===== config.mk =====
export PLATFORM = sky130hd
export DESIGN_NAME = ahs_top
export DESIGN_NICKNAME = d
export VERILOG_FILES = /design/src/ahs_pkg.sv /design/src/ahs_comm.sv /design/src/ahs_hyst.sv /design/src/ahs_top.sv
export SDC_FILE = /design/constraint.sdc
export NUM_CORES = 1
export LEC_CHECK = 0
export ABC_AREA = 1
export BUFFER_PORTS_ARGS = -buffer_cell sky130_fd_sc_hd__clkbuf_2
export CORE_MARGIN = 3
export CORE_UTILIZATION = 59
export CTS_CLUSTER_DIAMETER = 40
export CTS_CLUSTER_SIZE = 16
export DETAILED_ROUTE_END_ITERATION = 8
export PLACE_DENSITY = 0.88
export SETUP_SLACK_MARGIN = 0.15
export SYNTH_ARGS = -nofsm -noshare
export SYNTH_HDL_FRONTEND = slang
export SYNTH_SLANG_ARGS = --single-unit

===== constraint.sdc =====
create_clock -name core_clk_i -period 7.2 [get_ports core_clk_i]
set_input_delay 1.08 -clock core_clk_i [delete_from_list [all_inputs] [get_ports core_clk_i]]
set_output_delay 1.08 -clock core_clk_i [all_outputs]
set_load 0.02 [all_outputs]

===== src/ahs_pkg.sv =====
// Shared constants and types for the angle hysteresis and encoder start-up block.
package ahs_pkg;

  // Widths of the angle path, the sequence timer and the register port.
  localparam int ANGLE_W = 14;
  localparam int QUAD_W  = 12;
  localparam int POLE_W  = 4;
  localparam int HYST_W  = 6;
  localparam int ADDR_W  = 8;
  localparam int DATA_W  = 16;
  localparam int TMR_W   = 16;

  // Register offsets.
  localparam logic [ADDR_W-1:0] CFG_OFS  = 8'h00;
  localparam logic [ADDR_W-1:0] STEP_OFS = 8'h04;
  localparam logic [ADDR_W-1:0] HYST_OFS = 8'h08;
  localparam logic [ADDR_W-1:0] STAT_OFS = 8'h0C;
  localparam logic [ADDR_W-1:0] FILT_OFS = 8'h10;

  // Field positions.
  localparam int CFG_POLE_LSB  = 0;
  localparam int CFG_AHE_BIT   = 4;
  localparam int STAT_DIR_BIT  = 0;
  localparam int STAT_DONE_BIT = 1;

  // Reset values.
  localparam logic [POLE_W-1:0] POLE_RST = 4'h0;
  localparam logic              AHE_RST  = 1'b0;
  localparam logic [DATA_W-1:0] STEP_RST = 16'h0000;
  localparam logic [HYST_W-1:0] HYST_RST = 6'h00;

  // Start-up timing.
  localparam int CLK_PERIOD_NS     = 5;
  localparam int POWER_ON_TIME_NS  = 1000;
  localparam int DELAY_TIME_NS     = 2000;
  localparam int POWER_ON_CYCLES   = (POWER_ON_TIME_NS + CLK_PERIOD_NS - 1) / CLK_PERIOD_NS;
  localparam int DELAY_CYCLES      = (DELAY_TIME_NS + CLK_PERIOD_NS - 1) / CLK_PERIOD_NS;
  localparam logic [TMR_W-1:0] POWER_ON_LAST = TMR_W'(POWER_ON_CYCLES - 1);
  localparam logic [TMR_W-1:0] DELAY_LAST    = TMR_W'(DELAY_CYCLES - 1);

  // Phases of the encoder output sequence.
  typedef enum logic [1:0] {
    ST_POWER_ON,
    ST_HOLD,
    ST_CATCH,
    ST_RUN
  } ahs_phase_type;

endpackage


===== src/ahs_comm.sv =====
// Commutation decoder: mechanical angle and pole-pair setting to three phase outputs.
`timescale 1ns/100ps
module ahs_comm (
  // Angle and setting.
  input  wire logic [ahs_pkg::ANGLE_W-1:0]  angle_i,
  input  wire logic [ahs_pkg::POLE_W-1:0]   pole_field_i,
  // Phase outputs.
  output logic      [2:0]                   uvw_o
);

  logic [ahs_pkg::POLE_W:0]    pairs_w;
  logic [ahs_pkg::ANGLE_W-1:0] elec_w;
  logic [ahs_pkg::ANGLE_W+2:0] sect_prod_w;
  logic [2:0]                  sector_w;

  assign pairs_w     = {1'b0, pole_field_i} + 5'h01;
  assign elec_w      = ahs_pkg::ANGLE_W'(angle_i * pairs_w);
  assign sect_prod_w = {3'h0, elec_w} * 17'h00006;
  assign sector_w    = sect_prod_w[ahs_pkg::ANGLE_W+2:ahs_pkg::ANGLE_W];

  always_comb
  begin
    case (sector_w)
      3'h0:    uvw_o = 3'h5;
      3'h1:    uvw_o = 3'h4;
      3'h2:    uvw_o = 3'h6;
      3'h3:    uvw_o = 3'h2;
      3'h4:    uvw_o = 3'h3;
      3'h5:    uvw_o = 3'h1;
      default: uvw_o = 3'h5;
    endcase
  end

endmodule


===== src/ahs_hyst.sv =====
// Hysteresis filter on the compensated angle with direction tracking.
`timescale 1ns/100ps
module ahs_hyst (
  // Clock and reset.
  input  wire logic                          core_clk_i,
  input  wire logic                          nrst_i,
  // Angle samples.
  input  wire logic [ahs_pkg::ANGLE_W-1:0]   angle_i,
  input  wire logic                          angle_valid_i,
  // Control.
  input  wire logic [ahs_pkg::HYST_W-1:0]    hysteresis_window_width_i,
  input  wire logic                          reinit_i,
  // Filtered result.
  output logic      [ahs_pkg::ANGLE_W-1:0]   filt_o,
  output logic                               dir_o
);

  logic [ahs_pkg::ANGLE_W-1:0] filt_reg;
  logic [ahs_pkg::ANGLE_W-1:0] filt_next;
  logic                        dir_reg;
  logic                        dir_next;
  logic                        init_reg;
  logic                        init_next;
  logic [ahs_pkg::ANGLE_W-1:0] diff_w;
  logic [ahs_pkg::ANGLE_W-1:0] ndiff_w;
  logic [ahs_pkg::ANGLE_W-1:0] width_w;
  logic                        ahead_w;
  logic                        exit_tail_w;

  assign diff_w  = angle_i - filt_reg;
  assign ndiff_w = filt_reg - angle_i;
  assign width_w = {{(ahs_pkg::ANGLE_W-ahs_pkg::HYST_W){1'b0}}, hysteresis_window_width_i};
  assign ahead_w = dir_reg ? (ndiff_w != '0 && !ndiff_w[ahs_pkg::ANGLE_W-1])
                           : (diff_w != '0 && !diff_w[ahs_pkg::ANGLE_W-1]);
  assign exit_tail_w = dir_reg ? (!diff_w[ahs_pkg::ANGLE_W-1] && diff_w > width_w)
                               : (!ndiff_w[ahs_pkg::ANGLE_W-1] && ndiff_w > width_w);

  always_comb
  begin
    filt_next = filt_reg;
    dir_next  = dir_reg;
    init_next = init_reg;
    if (reinit_i)
    begin
      init_next = 1'b1;
      dir_next  = 1'b0;
    end
    else if (angle_valid_i)
    begin
      if (init_reg)
      begin
        filt_next = angle_i;
        dir_next  = 1'b0;
        init_next = 1'b0;
      end
      else if (ahead_w)
      begin
        filt_next = angle_i;
      end
      else if (exit_tail_w)
      begin
        filt_next = angle_i;
        dir_next  = !dir_reg;
      end
    end
  end

  always_ff @(posedge core_clk_i)
  begin
    if (!nrst_i)
    begin
      filt_reg <= '0;
      dir_reg  <= 1'b0;
      init_reg <= 1'b1;
    end
    else
    begin
      filt_reg <= filt_next;
      dir_reg  <= dir_next;
      init_reg <= init_next;
    end
  end

  assign filt_o = filt_reg;
  assign dir_o  = dir_reg;

  dir_reinit_a : assert property (@(posedge core_clk_i) disable iff (!nrst_i)
    reinit_i |=> !dir_o ##1 (!dir_o || angle_valid_i))
    else $error("direction not reset to increasing after reinit");

  follow_head_a : assert property (@(posedge core_clk_i) disable iff (!nrst_i)
    (angle_valid_i && !reinit_i && !init_reg && ahead_w) |=> filt_o == $past(angle_i))
    else $error("filtered angle did not follow the advancing angle");

  freeze_window_a : assert property (@(posedge core_clk_i) disable iff (!nrst_i)
    (angle_valid_i && !reinit_i && !init_reg && !ahead_w && !exit_tail_w)
      |=> $stable(filt_o) && $stable(dir_o))
    else $error("filtered angle moved inside the window");

  flip_head_a : assert property (@(posedge core_clk_i) disable iff (!nrst_i)
    (angle_valid_i && !reinit_i && !init_reg && exit_tail_w) |=> dir_o != $past(dir_o))
    else $error("direction did not flip on tail exit");

  trail_start_a : assert property (@(posedge core_clk_i) disable iff (!nrst_i)
    (angle_valid_i && !reinit_i && init_reg) |=> !dir_o && filt_o == $past(angle_i))
    else $error("window not placed trailing the initial angle");

endmodule


===== src/ahs_top.sv =====
// Angle output logic: hysteresis, encoder start-up and slew, commutation and registers.
`timescale 1ns/100ps
module ahs_top (
  // Clock and reset.
  input  wire logic                          core_clk_i,
  input  wire logic                          nrst_i,
  // Angle samples and self-test completion.
  input  wire logic [ahs_pkg::ANGLE_W-1:0]   angle_i,
  input  wire logic                          angle_valid_i,
  input  wire logic                          self_test_done_i,
  // Register port.
  input  wire logic [ahs_pkg::ADDR_W-1:0]    addr_i,
  input  wire logic [ahs_pkg::DATA_W-1:0]    wr_data_i,
  input  wire logic                          wr_i,
  input  wire logic                          rd_i,
  output logic      [ahs_pkg::DATA_W-1:0]    rd_data_o,
  // Quadrature encoder outputs.
  output logic                               enc_a_o,
  output logic                               enc_b_o,
  output logic                               enc_idx_o,
  // Commutation outputs.
  output logic                               comm_u_o,
  output logic                               comm_v_o,
  output logic                               comm_w_o
);

  // Configuration registers.
  logic [ahs_pkg::POLE_W-1:0]  pole_reg;
  logic [ahs_pkg::POLE_W-1:0]  pole_next;
  logic                        ahe_reg;
  logic                        ahe_next;
  logic [ahs_pkg::DATA_W-1:0]  step_reg;
  logic [ahs_pkg::DATA_W-1:0]  step_next;
  logic [ahs_pkg::HYST_W-1:0]  hyst_reg;
  logic [ahs_pkg::HYST_W-1:0]  hyst_next;
  logic [ahs_pkg::DATA_W-1:0]  rd_data_reg;
  logic [ahs_pkg::DATA_W-1:0]  rd_data_next;

  // Angle path.
  logic [ahs_pkg::ANGLE_W-1:0] angle_reg;
  logic [ahs_pkg::ANGLE_W-1:0] angle_next;
  logic [ahs_pkg::ANGLE_W-1:0] filt_w;
  logic                        dir_w;
  logic [ahs_pkg::ANGLE_W-1:0] src_w;
  logic [ahs_pkg::QUAD_W-1:0]  target_w;
  logic [2:0]                  uvw_w;

  // Encoder sequence state.
  ahs_pkg::ahs_phase_type      phase_reg;
  ahs_pkg::ahs_phase_type      phase_next;
  logic [ahs_pkg::TMR_W-1:0]   tmr_reg;
  logic [ahs_pkg::TMR_W-1:0]   tmr_next;
  logic [ahs_pkg::DATA_W-1:0]  slew_cnt_reg;
  logic [ahs_pkg::DATA_W-1:0]  slew_cnt_next;
  logic [ahs_pkg::QUAD_W-1:0]  pos_reg;
  logic [ahs_pkg::QUAD_W-1:0]  pos_next;
  logic                        done_reg;
  logic                        done_next;
  logic [ahs_pkg::QUAD_W-1:0]  diff_w;
  logic                        slew_due_w;

  // Output flip-flops.
  logic                        enc_a_reg;
  logic                        enc_a_next;
  logic                        enc_b_reg;
  logic                        enc_b_next;
  logic                        enc_idx_reg;
  logic                        enc_idx_next;
  logic [2:0]                  uvw_reg;
  logic [2:0]                  uvw_next;

  ahs_hyst u_hyst (
    .core_clk_i                (core_clk_i),
    .nrst_i                    (nrst_i),
    .angle_i                   (angle_i),
    .angle_valid_i             (angle_valid_i),
    .hysteresis_window_width_i (hyst_reg),
    .reinit_i                  (self_test_done_i),
    .filt_o                    (filt_w),
    .dir_o                     (dir_w)
  );

  ahs_comm u_comm (
    .angle_i      (src_w),
    .pole_field_i (pole_reg),
    .uvw_o        (uvw_w)
  );

  // Register port: writes, and read data in the cycle after the strobe.
  always_comb
  begin
    pole_next    = pole_reg;
    ahe_next     = ahe_reg;
    step_next    = step_reg;
    hyst_next    = hyst_reg;
    rd_data_next = '0;
    if (wr_i)
    begin
      case (addr_i)
        ahs_pkg::CFG_OFS:
        begin
          pole_next = wr_data_i[ahs_pkg::CFG_POLE_LSB +: ahs_pkg::POLE_W];
          ahe_next  = wr_data_i[ahs_pkg::CFG_AHE_BIT];
        end
        ahs_pkg::STEP_OFS: step_next = wr_data_i;
        ahs_pkg::HYST_OFS: hyst_next = wr_data_i[ahs_pkg::HYST_W-1:0];
        default: ;
      endcase
    end
    if (rd_i)
    begin
      case (addr_i)
        ahs_pkg::CFG_OFS:
        begin
          rd_data_next[ahs_pkg::CFG_POLE_LSB +: ahs_pkg::POLE_W] = pole_reg;
          rd_data_next[ahs_pkg::CFG_AHE_BIT] = ahe_reg;
        end
        ahs_pkg::STEP_OFS: rd_data_next = step_reg;
        ahs_pkg::HYST_OFS: rd_data_next[ahs_pkg::HYST_W-1:0] = hyst_reg;
        ahs_pkg::STAT_OFS:
        begin
          rd_data_next[ahs_pkg::STAT_DIR_BIT]  = dir_w;
          rd_data_next[ahs_pkg::STAT_DONE_BIT] = done_reg;
        end
        ahs_pkg::FILT_OFS: rd_data_next[11:0] = filt_w[ahs_pkg::ANGLE_W-1:2];
        default: rd_data_next = '0;
      endcase
    end
  end

  always_ff @(posedge core_clk_i)
  begin
    if (!nrst_i)
    begin
      pole_reg    <= ahs_pkg::POLE_RST;
      ahe_reg     <= ahs_pkg::AHE_RST;
      step_reg    <= ahs_pkg::STEP_RST;
      hyst_reg    <= ahs_pkg::HYST_RST;
      rd_data_reg <= '0;
    end
    else
    begin
      pole_reg    <= pole_next;
      ahe_reg     <= ahe_next;
      step_reg    <= step_next;
      hyst_reg    <= hyst_next;
      rd_data_reg <= rd_data_next;
    end
  end

  // Latest raw sample, and the angle that drives the outputs.
  always_comb
  begin
    angle_next = angle_valid_i ? angle_i : angle_reg;
  end

  always_ff @(posedge core_clk_i)
  begin
    if (!nrst_i)
    begin
      angle_reg <= '0;
    end
    else
    begin
      angle_reg <= angle_next;
    end
  end

  assign src_w      = ahe_reg ? filt_w : angle_reg;
  assign target_w   = src_w[ahs_pkg::ANGLE_W-1:ahs_pkg::ANGLE_W-ahs_pkg::QUAD_W];
  assign diff_w     = target_w - pos_reg;
  assign slew_due_w = slew_cnt_reg >= (step_reg - 16'h0001);

  // Encoder sequence: power-on, zero hold, catch-up, normal run.
  always_comb
  begin
    phase_next    = phase_reg;
    tmr_next      = tmr_reg;
    slew_cnt_next = slew_cnt_reg;
    pos_next      = pos_reg;
    done_next     = done_reg;
    case (phase_reg)
      ahs_pkg::ST_POWER_ON:
      begin
        tmr_next = tmr_reg + 16'h0001;
        if (tmr_reg == ahs_pkg::POWER_ON_LAST)
        begin
          tmr_next   = '0;
          pos_next   = '0;
          phase_next = ahs_pkg::ST_HOLD;
        end
      end
      ahs_pkg::ST_HOLD:
      begin
        tmr_next = tmr_reg + 16'h0001;
        pos_next = '0;
        if (tmr_reg == ahs_pkg::DELAY_LAST)
        begin
          tmr_next = '0;
          if (step_reg == '0)
          begin
            pos_next   = target_w;
            done_next  = 1'b1;
            phase_next = ahs_pkg::ST_RUN;
          end
          else
          begin
            phase_next = ahs_pkg::ST_CATCH;
          end
        end
      end
      ahs_pkg::ST_CATCH, ahs_pkg::ST_RUN:
      begin
        if (step_reg == '0)
        begin
          pos_next      = target_w;
          slew_cnt_next = '0;
        end
        else if (diff_w == '0)
        begin
          slew_cnt_next = '0;
        end
        else if (slew_due_w)
        begin
          slew_cnt_next = '0;
          if (diff_w[ahs_pkg::QUAD_W-1])
          begin
            pos_next = pos_reg - 12'h001;
          end
          else
          begin
            pos_next = pos_reg + 12'h001;
          end
        end
        else
        begin
          slew_cnt_next = slew_cnt_reg + 16'h0001;
        end
        if (phase_reg == ahs_pkg::ST_CATCH && pos_next == target_w)
        begin
          done_next  = 1'b1;
          phase_next = ahs_pkg::ST_RUN;
        end
      end
      default:
      begin
        phase_next = ahs_pkg::ST_POWER_ON;
        tmr_next   = '0;
      end
    endcase
  end

  always_ff @(posedge core_clk_i)
  begin
    if (!nrst_i)
    begin
      phase_reg    <= ahs_pkg::ST_POWER_ON;
      tmr_reg      <= '0;
      slew_cnt_reg <= '0;
      pos_reg      <= '0;
      done_reg     <= 1'b0;
    end
    else
    begin
      phase_reg    <= phase_next;
      tmr_reg      <= tmr_next;
      slew_cnt_reg <= slew_cnt_next;
      pos_reg      <= pos_next;
      done_reg     <= done_next;
    end
  end

  // Encoder flops track the next position, commutation flops the decoded angle; both line up with the phase.
  always_comb
  begin
    enc_a_next   = 1'b0;
    enc_b_next   = 1'b0;
    enc_idx_next = 1'b0;
    uvw_next     = 3'h0;
    if (phase_next != ahs_pkg::ST_POWER_ON)
    begin
      enc_a_next   = pos_next[1] ^ pos_next[0];
      enc_b_next   = pos_next[1];
      enc_idx_next = (pos_next == '0);
      uvw_next     = uvw_w;
    end
  end

  always_ff @(posedge core_clk_i)
  begin
    if (!nrst_i)
    begin
      enc_a_reg   <= 1'b0;
      enc_b_reg   <= 1'b0;
      enc_idx_reg <= 1'b0;
      uvw_reg     <= 3'h0;
    end
    else
    begin
      enc_a_reg   <= enc_a_next;
      enc_b_reg   <= enc_b_next;
      enc_idx_reg <= enc_idx_next;
      uvw_reg     <= uvw_next;
    end
  end

  assign rd_data_o = rd_data_reg;
  assign enc_a_o   = enc_a_reg;
  assign enc_b_o   = enc_b_reg;
  assign enc_idx_o = enc_idx_reg;
  assign comm_u_o  = uvw_reg[2];
  assign comm_v_o  = uvw_reg[1];
  assign comm_w_o  = uvw_reg[0];

  hold_zero_a : assert property (@(posedge core_clk_i) disable iff (!nrst_i)
    phase_reg == ahs_pkg::ST_HOLD |-> !enc_a_o && !enc_b_o && enc_idx_o)
    else $error("encoder not at zero angle during hold");

  one_line_a : assert property (@(posedge core_clk_i) disable iff (!nrst_i)
    (phase_reg == ahs_pkg::ST_CATCH && step_reg != '0)
      |=> (enc_a_o != $past(enc_a_o)) + (enc_b_o != $past(enc_b_o)) <= 1)
    else $error("both quadrature lines changed in one step");

  shorter_way_a : assert property (@(posedge core_clk_i) disable iff (!nrst_i)
    (phase_reg == ahs_pkg::ST_CATCH && step_reg != '0 && diff_w != '0 && slew_due_w)
      |=> pos_reg == ($past(diff_w[11]) ? $past(pos_reg) - 12'h001 : $past(pos_reg) + 12'h001))
    else $error("catch-up stepped the long way");

  step_rate_a : assert property (@(posedge core_clk_i) disable iff (!nrst_i)
    ((phase_reg == ahs_pkg::ST_CATCH || phase_reg == ahs_pkg::ST_RUN) && step_reg == 16'h0003
      && diff_w != '0 && slew_cnt_reg == '0 && !wr_i)
      |=> $stable(pos_reg) ##1 $stable(pos_reg))
    else $error("encoder stepped faster than the step interval");

  jump_direct_a : assert property (@(posedge core_clk_i) disable iff (!nrst_i)
    (phase_reg == ahs_pkg::ST_RUN && step_reg == '0) |=> pos_reg == $past(target_w))
    else $error("zero interval did not drive position directly");

  status_dir_a : assert property (@(posedge core_clk_i) disable iff (!nrst_i)
    (rd_i && addr_i == ahs_pkg::STAT_OFS) |=> rd_data_o[0] == $past(dir_w))
    else $error("status read does not show direction");

  filt_read_a : assert property (@(posedge core_clk_i) disable iff (!nrst_i)
    (rd_i && addr_i == ahs_pkg::FILT_OFS) |=> rd_data_o == {4'h0, $past(filt_w[13:2])})
    else $error("filtered angle readback wrong");

  src_select_a : assert property (@(posedge core_clk_i) disable iff (!nrst_i)
    (ahe_reg && phase_reg == ahs_pkg::ST_RUN && step_reg == '0) |=> pos_reg == $past(filt_w[13:2]))
    else $error("outputs not driven from filtered angle");

endmodule


==> results.toml <==
[worst_setup_path]
cp-start-kind = "flop"
startpoint = "ahe_reg"
cp.required_ns = 7.56
setup.worst_path.class = "flop to flop"
endpoint_kind = "flop"
r2r_slack_ns = 0.97
cp_max_fo = 29
cp.arrival_ns = 6.60
r2r_start = "ahe_reg"

[sta]
finalMaxSlewViolations = 0
rsz0062_at_grt = "no"
whs_ns = 0.484
hold_violations = 0
setup_ws_ns = 0.966
setup_viol = 0
worst_pin_slew_ns = 1.24
period_share = 0.866
setup_tns_ns = 0
min_period_ns = 6.23
skew_ns = 0.00922
fmax_mhz = 160
max_slew_margin = 0.169

[grt]
antenna_found_initial = 0
grt_usage = 0.303
grt_max_degree = 42
grt_pass1_wl_mm = 54.5
grt_pass1_vias = 11501
grt-ovfl-total = 0

[drt]
top_layer = "met4"
drt_wl_total_mm = 33.3
antenna_left = 0
drtPass1Iterations = 8
dr_total_vias = 12191
met3_length_mm = 2.63
drt-initial-drc-count = 1108
dr_wl_met2_mm = 15.8
route.layer.met1.wl_mm = 13.7
drc = 0
drt-vias-per-instance = 5.72
wl_per_cell_um = 15.7

[clock_tree]
clock_sinks = 126
numCtsBuffers = 17
clock_path_buffers = 2
postCtsResizedCells = 0
clk_pin_slew_ns = 0.06
clk_latency_ns = 0.44
htree_num_levels = 4
tritoncts = "done"
postCtsSetupBuffers = 0
hold_buffers = 0
root_buffer = "clkbuf_16"

[final_layout]
fin_util = 0.669
drive_gt1_frac = 0.0711
n_antenna_cell = 0
finalInstanceArea_mm2 = 0.0128
mostFrequentLayoutCell = "nand2_1"
final_net_count = 2040
post_layout_nonfiller_instances = 2130
syn2layout_area_growth_pct = 8.89
layout_common_cells = "nand2_1 (399), inv_1 (284), nor2_1 (207)"

[logic_synthesis]
yosysSeqAreaShare = 0.215
synth_largest_area_cell = "dfxtp_1"
yosys.area.top_type_share = 0.215
synthTopCellsByArea = "dfxtp_1 (22%), nand2_1 (13%), ha_1 (11%)"
synth_cell_type_count = 55
ys.flop_type = "dfxtp_1"
ys_seq_elements = 126
syn_inst = 1813
ys_warn_count = 0
synth_area_mm2 = 0.0117
synth_nets = 1996
synth_edf_count = 0
syn_area_per_cell_um2 = 6.47
synthArstFlopShare = 0

[worst_hold_path]
hold_start = "tmr_reg[1]"
min_path_type = "flop to flop"

[power]
p_total_mw = 2.27
ir_worst_vdd_mv = 0.179
leakage_nw = 6.28
powerDensity_mw_per_mm2 = 177

[die]
initial_core_util = 0.614
coreArea_mm2 = 0.0191
die_w_um = 147
num_io_pins = 66
dieArea_mm2 = 0.0216
die_h_um = 147
rows = 50

[placement]
placed_cell_area_mm2 = 0.0122
pre_cts_ws_ns = 1.08
hpwlAfterDp_mm = 26.0
gp_congestion = 0.960
dp.cells = 2098
port-buffer-count = 65

[run]
cap_violations = 0

[status]
status = "completed"
-- logic make-up (layout without fill, tap and decap cells) --
group	Yosys count	in the layout	share of synthesized area
adders and majority gates	139	139	0.169
xor gates and xnor gates	64	64	0.0478
DFF	126	126	0.215
and+or+nand+nor	835	835	0.303
buffers and inverters	335	392	0.113
AOI/OAI and AO/OA	314	314	0.153
-- final timing paths --
kind / cells after the start / endpoint
setup reg to reg: 27 / uvw_reg[2]
hold reg to reg: 2 / tmr_reg[1]
hold / removal: 2 / tmr_reg[1]
setup / recovery: 27 / uvw_reg[2]
-- layout make-up --
class,instances,area [um2]
repair buffers,70,363
multi-input cells,1352,7880
flip-flops and latches,126,2520
well taps,260,325
clock inverters,15,165
fillers,1650,6320
inverters,290,1090
clock buffers,17,425
-- metal layers --
metal | GRT usage | vias up
met1 | 0.382 | 5551
li1 | - | 5986
met4 | 0.108 | 0
met5 | 0 | -
met3 | 0.0611 | 101
met2 | 0.517 | 553
-- cells in the mapped netlist, types with 28 or more instances --
| library cell | count |
|---|---|
| xor2_1 | 46 |
| nor2_1 | 207 |
| inv_1 | 285 |
| clkbuf_1 | 29 |
| nor3_1 | 28 |
| ha_1 | 107 |
| nand4_1 | 42 |
| fa_1 | 32 |
| nand2_1 | 399 |
| nand3_1 | 122 |
| a21oi_1 | 149 |
| dfxtp_1 | 126 |
| o21ai_0 | 83 |
-- report_power, final --
| part | internal [mW] | total (mW) | switching (mW) |
|---|---|---|---|
| Combinational | 0.213 | 0.641 | 0.428 |
| Clock | 0.495 | 0.879 | 0.383 |
| Sequential | 0.720 | 0.746 | 0.0252 |
| Total | 1.43 | 2.27 | 0.836 |
-- worst max-delay path, stage by stage (launching register included) --
cell and delay [ns]:
dfxtp_1 0.89, o21ai_0 0.35, or2_2 0.37, fa_1 0.53
fa_1 0.52, fa_1 0.55, inv_1 0.04, ha_1 0.34
a21oi_1 0.16, nand2_1 0.12, nand2_1 0.09, nand2_1 0.08
nand2_1 0.07, nand2_1 0.04, a21oi_1 0.14, or2_1 0.13
nand2_1 0.05, a21oi_1 0.22, xor2_1 0.29, ha_1 0.31
a21oi_1 0.20, a21boi_0 0.22, nand2_1 0.11, nand2_2 0.09
nor2_1 0.04, nand2_1 0.05, nand2_1 0.05, nor2_1 0.10
Power figures use the tool's default switching activity.
